--- src/rtl/bfp_pkg.sv ---
// bfp_pkg: constants and carriers for the burst flash pin interface
// assumes one 100 MHz core clock; host pins sampled synchronously
// Function
// - the first rising clock edge with the address strobe low latches the address and starts a burst.
// - after the first burst word is out, each further rising clock edge advances the address by one.
// - in asynchronous mode a low address strobe means the address inputs carry a valid address.
// - while the address strobe is high the address inputs are ignored.
// - upper address bits are address only; lower ones share pins with data.
// - a low hardware reset resets the device and returns it to array read.
// - a low write-protect blocks program and erase of the two protected sectors.
// - a high-voltage accelerate input speeds programming and enters unlock bypass; low disables programming.
// - the ready output is high when the bus word is valid, low when not; here it is high throughout the burst and asynchronous read states.
package bfp_pkg;
   localparam int ADQ_W = 16;
   localparam int UPA_W = 7;
   localparam int ADDR_W = ADQ_W + UPA_W;
   localparam int SECT_W = 8;
   // sector index is the upper address bits above a 32K-word sector
   localparam int SECT_LSB = ADDR_W - SECT_W;
   localparam logic [SECT_W-1:0] PROT_SECT_A = 8'h00;
   localparam logic [SECT_W-1:0] PROT_SECT_B = 8'h01;
   localparam logic [ADDR_W-1:0] ADDR_RST = 23'h000000;
   localparam logic [ADQ_W-1:0] DATA_RST = 16'h0000;
   // initial access latency in clocks before the first burst word
   localparam int LAT_NS = 30;
   localparam int CLK_NS = 10;
   localparam int LAT_CYC = (LAT_NS + CLK_NS - 1) / CLK_NS;
   localparam int LAT_W = 4;

   typedef enum logic [1:0] {
      BFP_IDLE  = 2'b00,
      BFP_ASYNC = 2'b01,
      BFP_WAIT  = 2'b10,
      BFP_BURST = 2'b11
   } bfp_state_e;

   typedef struct packed {
      logic prog_ok;
      logic accel;
      logic bypass;
   } bfp_prog_s;
endpackage : bfp_pkg

--- src/rtl/bfp_sync_edge.sv ---
// bfp_sync_edge: two-flop stage plus rising edge detect on a host pin
// assumes the pin may be asynchronous to core_clk_in
`timescale 1ns/1ps
module bfp_sync_edge (
   input wire logic core_clk_in,
   input wire logic arst_n_in,
   input wire logic pin_in,
   output logic level_out,
   output logic rise_out
);
   logic s1_r;
   logic s2_r;
   logic s3_r;

   always_ff @(posedge core_clk_in or negedge arst_n_in) begin
      if (!arst_n_in) begin
         s1_r <= 1'b0;
         s2_r <= 1'b0;
         s3_r <= 1'b0;
      end else begin
         s1_r <= pin_in;
         s2_r <= s1_r;
         s3_r <= s2_r;
      end
   end

   assign level_out = s2_r;
   assign rise_out = s2_r & ~s3_r;
endmodule : bfp_sync_edge

--- src/rtl/bfp_pin_if.sv ---
// bfp_pin_if: host pin behaviour of a burst flash, device side
// assumes array data arrives one core clock after arr_addr_out changes
`timescale 1ns/1ps
module bfp_pin_if
   import bfp_pkg::*;
(
   input wire logic core_clk_in,
   input wire logic arst_n_in,
   input wire logic burst_clk_in,
   input wire logic addr_valid_strobe_n,
   input wire logic [UPA_W-1:0] addr_hi_in,
   input wire logic [ADQ_W-1:0] adq_in,
   output logic [ADQ_W-1:0] adq_out,
   output logic adq_oe_out,
   input wire logic oe_n_in,
   input wire logic hw_reset_n_in,
   input wire logic wp_n_in,
   input wire logic program_accel_input,
   input wire logic accel_hv_in,
   input wire logic burst_mode_in,
   input wire logic [ADQ_W-1:0] arr_data_in,
   output logic [ADDR_W-1:0] arr_addr_out,
   input wire logic erase_prog_req_in,
   output logic erase_prog_ok_out,
   output bfp_prog_s prog_out,
   output logic ready_out
);
   // ------------------------------------------------------------
   // burst clock pin synchroniser
   // ------------------------------------------------------------
   logic clk_lvl;
   logic clk_rise;

   bfp_sync_edge u_clk_sync (
      .core_clk_in(core_clk_in),
      .arst_n_in(arst_n_in),
      .pin_in(burst_clk_in),
      .level_out(clk_lvl),
      .rise_out(clk_rise)
   );

   // ------------------------------------------------------------
   // read state machine
   // ------------------------------------------------------------
   bfp_state_e state_r;
   bfp_state_e state_nxt;
   logic [ADDR_W-1:0] addr_r;
   logic [LAT_W-1:0] lat_r;
   logic [ADQ_W-1:0] dout_r;
   logic rdy_r;
   logic avd_low;
   logic [ADDR_W-1:0] pin_addr;

   assign avd_low = ~addr_valid_strobe_n;
   assign pin_addr = {addr_hi_in, adq_in};

   always_comb begin
      state_nxt = state_r;
      case (state_r)
         BFP_IDLE: begin
            if (burst_mode_in && avd_low && clk_rise) begin
               state_nxt = BFP_WAIT;
            end else if (!burst_mode_in && avd_low) begin
               state_nxt = BFP_ASYNC;
            end
         end
         BFP_ASYNC: begin
            if (burst_mode_in) begin
               state_nxt = BFP_IDLE;
            end
         end
         BFP_WAIT: begin
            if (avd_low && clk_rise) begin
               state_nxt = BFP_WAIT;
            end else if (clk_rise && lat_r == LAT_W'(1)) begin
               state_nxt = BFP_BURST;
            end
         end
         BFP_BURST: begin
            if (avd_low && clk_rise) begin
               state_nxt = BFP_WAIT;
            end
         end
         default: state_nxt = BFP_IDLE;
      endcase
   end

   // reset pin returns the device to array read
   always_ff @(posedge core_clk_in or negedge arst_n_in) begin
      if (!arst_n_in) begin
         state_r <= BFP_IDLE;
      end else if (!hw_reset_n_in) begin
         state_r <= BFP_IDLE;
      end else begin
         state_r <= state_nxt;
      end
   end

   // address capture and burst advance
   always_ff @(posedge core_clk_in or negedge arst_n_in) begin
      if (!arst_n_in) begin
         addr_r <= ADDR_RST;
      end else if (!hw_reset_n_in) begin
         addr_r <= ADDR_RST;
      end else if (avd_low && (state_nxt == BFP_WAIT) && clk_rise) begin
         addr_r <= pin_addr;
      end else if (state_r == BFP_BURST && clk_rise) begin
         addr_r <= addr_r + ADDR_W'(1);
      end else if (avd_low && !burst_mode_in && !clk_lvl) begin
         addr_r <= pin_addr;
      end
   end

   always_ff @(posedge core_clk_in or negedge arst_n_in) begin
      if (!arst_n_in) begin
         lat_r <= '0;
      end else if (avd_low && clk_rise) begin
         lat_r <= LAT_W'(LAT_CYC);
      end else if (clk_rise && lat_r != '0) begin
         lat_r <= lat_r - LAT_W'(1);
      end
   end

   assign arr_addr_out = addr_r;

   // data and ready
   always_ff @(posedge core_clk_in or negedge arst_n_in) begin
      if (!arst_n_in) begin
         dout_r <= DATA_RST;
      end else begin
         dout_r <= arr_data_in;
      end
   end

   always_ff @(posedge core_clk_in or negedge arst_n_in) begin
      if (!arst_n_in) begin
         rdy_r <= 1'b0;
      end else if (!hw_reset_n_in) begin
         rdy_r <= 1'b0;
      end else begin
         rdy_r <= (state_nxt == BFP_BURST)
                  || (state_nxt == BFP_ASYNC);
      end
   end

   assign adq_out = dout_r;
   assign adq_oe_out = ~oe_n_in & addr_valid_strobe_n & hw_reset_n_in
                       & (state_r != BFP_IDLE);
   assign ready_out = rdy_r;

   // ------------------------------------------------------------
   // protection and acceleration
   // ------------------------------------------------------------
   logic prot_hit;
   assign prot_hit = (addr_r[ADDR_W-1:SECT_LSB] == PROT_SECT_A)
                  || (addr_r[ADDR_W-1:SECT_LSB] == PROT_SECT_B);

   always_ff @(posedge core_clk_in or negedge arst_n_in) begin
      if (!arst_n_in) begin
         erase_prog_ok_out <= 1'b0;
         prog_out <= '0;
      end else begin
         erase_prog_ok_out <= erase_prog_req_in & hw_reset_n_in
                              & program_accel_input
                              & ~(~wp_n_in & prot_hit);
         prog_out.prog_ok <= program_accel_input;
         prog_out.accel <= program_accel_input & accel_hv_in;
         prog_out.bypass <= program_accel_input & accel_hv_in;
      end
   end

   // ------------------------------------------------------------
   // checks
   // ------------------------------------------------------------
   a_burst_start: assert property (@(posedge core_clk_in) disable iff
      (!arst_n_in) (state_r == BFP_IDLE && burst_mode_in && avd_low
      && clk_rise && hw_reset_n_in) |=> (state_r == BFP_WAIT
      && addr_r == $past(pin_addr)))
      else $error("burst start not taken");
   a_burst_step: assert property (@(posedge core_clk_in) disable iff
      (!arst_n_in) (state_r == BFP_BURST && clk_rise && !avd_low
      && hw_reset_n_in) |=> addr_r == $past(addr_r) + ADDR_W'(1))
      else $error("burst address not advanced");
   a_hold_idle: assert property (@(posedge core_clk_in) disable iff
      (!arst_n_in) (addr_valid_strobe_n && !clk_rise && state_r != BFP_BURST
      && hw_reset_n_in) |=> $stable(addr_r))
      else $error("address moved with strobe high");
   a_async_take: assert property (@(posedge core_clk_in) disable iff
      (!arst_n_in) (avd_low && !burst_mode_in && !clk_lvl && !clk_rise
      && hw_reset_n_in) |=> addr_r == $past(pin_addr))
      else $error("async address not taken");
   a_reset_pin: assert property (@(posedge core_clk_in) disable iff
      (!arst_n_in) !hw_reset_n_in |=> (state_r == BFP_IDLE
      && addr_r == ADDR_RST) ##1 !ready_out)
      else $error("reset pin did not idle device");
   a_wp_block: assert property (@(posedge core_clk_in) disable iff
      (!arst_n_in) (!wp_n_in && prot_hit) |=> !erase_prog_ok_out)
      else $error("protected sector not blocked");
   a_accel_mode: assert property (@(posedge core_clk_in) disable iff
      (!arst_n_in) (program_accel_input && accel_hv_in) |=>
      (prog_out.accel && prog_out.bypass))
      else $error("accelerate mode not entered");
   a_prog_off: assert property (@(posedge core_clk_in) disable iff
      (!arst_n_in) !program_accel_input |=> (!prog_out.prog_ok
      && !erase_prog_ok_out))
      else $error("programming not disabled");
   a_ready_burst: assert property (@(posedge core_clk_in) disable iff
      (!arst_n_in) ready_out == (state_r == BFP_BURST
      || state_r == BFP_ASYNC))
      else $error("ready out of step with read state");
   a_lat_done: assert property (@(posedge core_clk_in) disable iff
      (!arst_n_in) (state_r == BFP_WAIT && clk_rise && !avd_low
      && lat_r == LAT_W'(1) && hw_reset_n_in) |=>
      (state_r == BFP_BURST && ready_out))
      else $error("burst not ready after latency");
   a_async_ready: assert property (@(posedge core_clk_in) disable iff
      (!arst_n_in) (state_r == BFP_IDLE && avd_low && !burst_mode_in
      && hw_reset_n_in) |=> (state_r == BFP_ASYNC && ready_out))
      else $error("async read not ready");
   a_adq_turn: assert property (@(posedge core_clk_in) disable iff
      (!arst_n_in) !addr_valid_strobe_n |-> !adq_oe_out)
      else $error("data driven while address phase");
endmodule : bfp_pin_if

--- config.mk ---
export PLATFORM = sky130hd
export DESIGN_NAME = bfp_pin_if
export DESIGN_NICKNAME = d
export VERILOG_FILES = /design/src/rtl/bfp_pkg.sv /design/src/rtl/bfp_sync_edge.sv /design/src/rtl/bfp_pin_if.sv
export SDC_FILE = /design/constraint.sdc
export NUM_CORES = 1
export LEC_CHECK = 0
export BUFFER_PORTS_ARGS = -buffer_cell sky130_fd_sc_hd__buf_2
export CAP_MARGIN = 40
export CORE_MARGIN = 5
export CORE_UTILIZATION = 45
export CTS_CLUSTER_DIAMETER = 60
export DETAILED_ROUTE_END_ITERATION = 12
export HOLD_SLACK_MARGIN = 0.12
export MAX_ROUTING_LAYER = met4
export PLACE_DENSITY = 0.8
export SYNTH_ARGS = -nofsm -noshare
export SYNTH_HDL_FRONTEND = slang
export SYNTH_HIERARCHICAL = 1
export SYNTH_SLANG_ARGS = --single-unit
--- constraint.sdc ---
create_clock -name core_clk_in -period 2.6 [get_ports core_clk_in]
set_input_delay 0.13 -clock core_clk_in [delete_from_list [all_inputs] [get_ports core_clk_in]]
set_output_delay 0.13 -clock core_clk_in [all_outputs]
set_load 0.02 [all_outputs]
# Word-level counts from Yosys, hierarchy flattened
# Cells that the tools add are included.
word_totals:
  regBits: 52
  elab_cells: 70
classes:
  n_addsub: 2
  eq_ne: 9
  muxes: 15
  n_bitwise: 14
  n_reduce_logical: 19
op_table:
  columns: ["cell", "n"]
  rows:
  - ["$mux 23", 4]
  - ["$add 23x1->23 const B", 1]
  - ["$mux 2", 7]
  - ["$logic_and 1x1->1", 10]
  - ["$and 1x1->1", 9]
  - ["$eq 2x2->1 const B", 4]
  - ["$eq 8x1->1 const B", 1]
  - ["$logic_not 8->1", 1]
  - ["$mux 4", 2]
  - ["$pmux 2 s4", 1]
  - ["$not 1->1", 5]
  - ["$eq 2x1->1 const B", 2]
  - ["$eq 4x1->1 const B", 1]
  - ["$ne 4x1->1 const B", 1]
  - ["$reduce_bool 2->1", 2]
  - ["$reduce_bool 4->1", 1]
  - ["$sub 4x1->4 const B", 1]
  - ["$logic_not 1->1", 2]
  - ["$logic_not 2->1", 1]
  - ["$logic_or 1x1->1", 2]
  - ["$mux 1", 1]

# Depth between registers and ports, before layout
depth:
  depth_word: 11
  ltp_mapped: 8
  depth_no_buf: 7

# By module
# Netlist, hierarchy kept.
by_module_without_submodules:
  columns: ["mod", "instances", "cells_each", "area_per_inst_um2"]
  rows:
  - ["bfp_pin_if", 1, 265, 2521.2]
  - ["bfp_sync_edge", 1, 4, 88.8]

# Worst setup path before layout
# OpenSTA, ideal clock, no wires.
synth_path:
  kind: "register -> register"
  startpoint: "reg addr_r[0], in the netlist arr_addr_out[0]"
  endpoint: "reg addr_r[20], in the netlist arr_addr_out[20]"
  arrival_time_ns: 1.797
  required_time_ns: 2.468
  slack_ns: 0.671
  path_stages_with_launch: 7
  path_buffers: 0
  period_less_slack_ns: 1.929
  path_cell_list: "dfrtp_1 -> ha_1 -> nand4_2 -> nor3_2 -> nand4_1 -> mux2i_1 -> o21bai_1"
synth_via:
  elab_chain_len: 4
synth_rtl:
  columns: ["item", "line_no", "rtl"]
  rows:
  - ["start: declaration", "bfp_pin_if.sv:47", "logic [ADDR_W-1:0] addr_r;"]
  - ["start signal: assignment", "bfp_pin_if.sv:106", "addr_r <= pin_addr;"]
  - ["start signal: assignment", "bfp_pin_if.sv:108", "addr_r <= addr_r + ADDR_W'(1);"]
  - ["start signal: assignment", "bfp_pin_if.sv:110", "addr_r <= pin_addr;"]
  - ["$add 23x1->23", "bfp_pin_if.sv:108", null]
  - ["$mux 23", "bfp_pin_if.sv:107", "end else if (state_r == BFP_BURST && clk_rise) begin"]
  - ["$mux 23", "bfp_pin_if.sv:105", "end else if (avd_low && (state_nxt == BFP_WAIT) && clk_rise) begin"]
  - ["$mux 23", "bfp_pin_if.sv:103", "end else if (!hw_reset_n_in) begin"]
# No other way between the ends.
# A chain may end at the register's enable or synchronous reset.

# Worst setup path after layout
layout_path:
  startpoint: "reg u_clk_sync.s2_r, in the netlist u_clk_sync/level_out"
  endpoint: "reg addr_r[9], in the netlist arr_addr_out[9]"
layout_via:
  elab_chain_len: 10
  word_cells_on_any_way: 19
layout_rtl:
  columns: ["item", "line_no", "rtl"]
  rows:
  - ["start: declaration", "bfp_sync_edge.sv:12", "logic s2_r;"]
  - ["start signal: assignment", "bfp_sync_edge.sv:22", "s2_r <= s1_r;"]
  - ["$and 1x1->1 (*)", "bfp_sync_edge.sv:28", "assign rise_out = s2_r & ~s3_r;"]
  - ["via clk_rise", "bfp_pin_if.sv:32", "logic clk_rise;"]
  - ["$logic_and 1x1->1", "bfp_pin_if.sv:75", "end else if (clk_rise && lat_r == LAT_W'(1)) begin"]
  - ["$mux 2", "bfp_pin_if.sv:75", null]
  - ["$mux 2", "bfp_pin_if.sv:73", "if (avd_low && clk_rise) begin"]
  - ["$pmux 2 s4", "bfp_pin_if.sv:59", "case (state_r)"]
  - ["$eq 2x2->1", "bfp_pin_if.sv:105", null]
  - ["$logic_and 1x1->1 (2 in a row)", "bfp_pin_if.sv:105", null]
  - ["$mux 23", "bfp_pin_if.sv:105", null]
  - ["$mux 23", "bfp_pin_if.sv:103", null]
# The timed path passes the listed nets; every way through them passes the cells marked *.

==> results.sh <==
export IMPL_cts_sinks=51
export IMPL_holdWs_ps=123
export IMPL_fmax_mhz=468
export IMPL_dominantRegCellSynth="dfrtp_1"
export IMPL_routed_via_count=2587
export IMPL_outcome="complete, no violations"
export IMPL_drtPass1Iterations=5
export IMPL_p_comb_share_pct=18.6
export IMPL_avgSynthCellArea_um2=9.70
export IMPL_htreeDepth=2
export IMPL_powerDensity_mw_per_mm2=480
export IMPL_fillers=473
export IMPL_post_route_util_pct=62.7
export IMPL_async_reset_ff_share_pct=100
export IMPL_grt_pass1_wl_mm=11.6
export IMPL_drc_errors=0
export IMPL_critPathRequiredTime_ps=2800
export IMPL_clockBufferDepth=2
export IMPL_dieArea_mm2=0.00742
export IMPL_dp_cells=424
export IMPL_place_area_mm2=0.00312
export IMPL_crit_arrival_ps=2340
export IMPL_synth_seq_cells=51
export IMPL_skew_ps=4.19
export IMPL_final_cell_area_mm2=0.00349
export IMPL_diodes=0
export IMPL_ctsRootBufferMaster="clkbuf_8"
export IMPL_synthTopCellsByArea="dfrtp_1 49%, o21ai_0 4.2%, nor2_1 4.0%, nand3_1 3.6%, a21oi_1 2.7%"
export IMPL_grt_max_degree=44
export IMPL_postRouteAntennaNets=0
export IMPL_grt_pass1_vias=2412
export IMPL_synth_edf_count=0
export IMPL_core_area_mm2=0.00557
export IMPL_p_clk_share_pct=28.0
export IMPL_io_pins=95
export IMPL_internal_power_uw=1170
export IMPL_grt_ovfl_total=0
export IMPL_rsz0062_at_grt="false"
export IMPL_start_kind="register"
export IMPL_p_sw_uw=501
export IMPL_synthTopCellsByCount="51 x dfrtp_1, 28 x nor2_1, 22 x o21ai_0, 19 x nand3_1, 18 x nand2_1"
export IMPL_rr_worst_depth=6
export IMPL_postCtsResizedCells=0
export IMPL_worst_path_max_fanout=23
export IMPL_hpwl_mm=5.05
export IMPL_worstHoldPathCells=3
export IMPL_sw_frac_of_total_pct=29.9
export IMPL_area_growth_pct=33.8
export IMPL_synth_top_cell_area_share_pct=48.9
export IMPL_clkTransAtPathRegs_ps=100
export IMPL_netlist_area_mm2=0.00261
export IMPL_period_needed_ps=2140
export IMPL_rr_startpoint="u_clk_sync/level_out"
export IMPL_tns_ps=0
export IMPL_p_leak_uw=0.00163
export IMPL_synth_top_cell_by_area="dfrtp_1"
export IMPL_fp_dieH_um=86.2
export IMPL_synth_cells=269
export IMPL_first_iter_violations=259
export IMPL_synthMostInstantiatedCell="dfrtp_1"
export IMPL_endpoint_kind="register"
export IMPL_cts_tree="built"
export IMPL_drive_above_1_share_pct=30.7
export IMPL_clkLatencyLatePin_ps=310
export IMPL_cts_buffers=5
export IMPL_rows=27
export IMPL_slew_headroom_pct=59.2
export IMPL_routed_via_density=5.62
export IMPL_seq_area_frac_synth_pct=48.9
export IMPL_initial_core_util_pct=46.8
export IMPL_hold_class="in2reg"
export IMPL_final_cells=460
export IMPL_hp_start="adq_in[13]"
export IMPL_wl_mm=7.30
export IMPL_place_congestion=0.833
export IMPL_r2r_slack_ps=460
export IMPL_worstSetupPathType="reg2reg"
export IMPL_r2r_end="arr_addr_out[9]"
export IMPL_nets=441
export IMPL_timing_hold_violations_final=0
export IMPL_antenna_found_initial=0
export IMPL_hold_end="arr_addr_out[13]"
export IMPL_drv_cap=0
export IMPL_io_buffers=94
export IMPL_seqPwrFrac_pct=53.4
export IMPL_avgRoutedWirePerCell_um=15.9
export IMPL_worst_pin_slew_ps=609
export IMPL_setup_viol=0
export IMPL_slew_viol_final=0
export IMPL_syn_nets=323
export IMPL_die_w_um=86.2
export IMPL_ys_types=50
export IMPL_grt_usage_pct=20.0
export IMPL_synth_warnings=6
export IMPL_ir_drop_uv=368
export IMPL_min_period_over_period_pct=82.3
[placed cells by master (no fill, tap or decap), types with 9 or more instances in the layout]
cell type | synthesis | final
nand2_1 | 18 | 18
a22oi_1 | 9 | 9
nor2_1 | 28 | 28
a21oi_1 | 14 | 14
dfrtp_1 | 51 | 51
o21ai_0 | 22 | 22
dlygate4sd3_1 | 0 | 28
inv_1 | 9 | 9
nor4_1 | 9 | 9
nand4_1 | 9 | 9
nand3_1 | 19 | 19
buf_2 | 5 | 94
[metal layers]
metal	track usage [%]	vias up	wire, um	share of wire (%)
met5	-	-	0	0
met4	4.75	0	34	0.47
met3	4.80	6	697	9.6
met2	31.0	128	3490	48
met1	26.3	1219	3070	42
li1	-	1234	-	-
[stage by stage]
stage          setup slack, ps  total power, uW
6_report                   461             1680
2_1_floorplan              671             1070
3_3_place_gp               597             1180
4_1_cts                    482             1690
3_5_place_dp               496             1190
5_1_grt                    243             1770
[sequential cells by signal, summed over array words and instances, names as in the netlist]
signal and cells:
lat_r 4, adq_out 16, ready_out 1, prog_out 2
arr_addr_out 23, u_clk_sync/s3_r 1, erase_prog_ok_out 1, u_clk_sync/level_out 1
state_r 1, u_clk_sync/s1_r 1
[cell families after synthesis]
| kind of cell | Yosys count | synth area share (%) |
|---|---|---|
| simple gates | 112 | 24.1 |
| compound gates | 73 | 18.8 |
| flops | 51 | 48.9 |
| buf+inv | 24 | 4.41 |
| fa+ha+maj | 4 | 1.92 |
| xor+xnor | 3 | 1.01 |
| mux | 2 | 0.815 |
[worst max-delay path by stage]
stage | startpoint | endpoint | slack (ps) | cells past startpoint
6_report | u_clk_sync/level_out | arr_addr_out[9] | 460 | 6
2_1_floorplan | arr_addr_out[0] | arr_addr_out[20] | 670 | 6
3_3_place_gp | u_clk_sync/level_out | arr_addr_out[11] | 600 | 6
5_1_grt | u_clk_sync/level_out | arr_addr_out[11] | 240 | 6
4_1_cts | arr_addr_out[0] | arr_addr_out[20] | 480 | 6
3_5_place_dp | arr_addr_out[0] | arr_addr_out[20] | 500 | 6
[critical path, stage by stage (launching register included)]
cell and delay (ps):
dfrtp_1 420, nor2b_4 320, nor4bb_4 350, a311o_2 460
o21ai_0 180, a222oi_1 240, nor2_1 60
[final cells by class]
type	count	area, um2	share of cell area [%]
inverters	9	33.8	0.967
clock buffers	5	68.8	1.97
repair buffers	126	781	22.3
multi-input cells	194	1220	34.9
clock inverters	3	25.0	0.716
well taps	72	90.1	2.58
flip-flops and latches	51	1280	36.5
[power by group through the flow]
| stage | combinational [uW] | clock (uW) | sequential (uW) |
|---|---|---|---|
| 6_report | 312 | 469 | 895 |
| 5_1_grt | 341 | 525 | 901 |
| 4_1_cts | 313 | 484 | 893 |
| 3_5_place_dp | 280 | 0 | 908 |
| 3_3_place_gp | 275 | 0 | 905 |
| 2_1_floorplan | 125 | 0 | 941 |
[repair_timing]
| item | 4_1_cts | 5_1_grt |
|---|---|---|
| endpoints found under the hold margin | 50 | 0 |
| buffers inserted | 0 | 0 |
| hold buffers | 28 | 0 |
| endpoints found under the setup margin | 0 | 0 |
(Power assumes the default switching activity.)
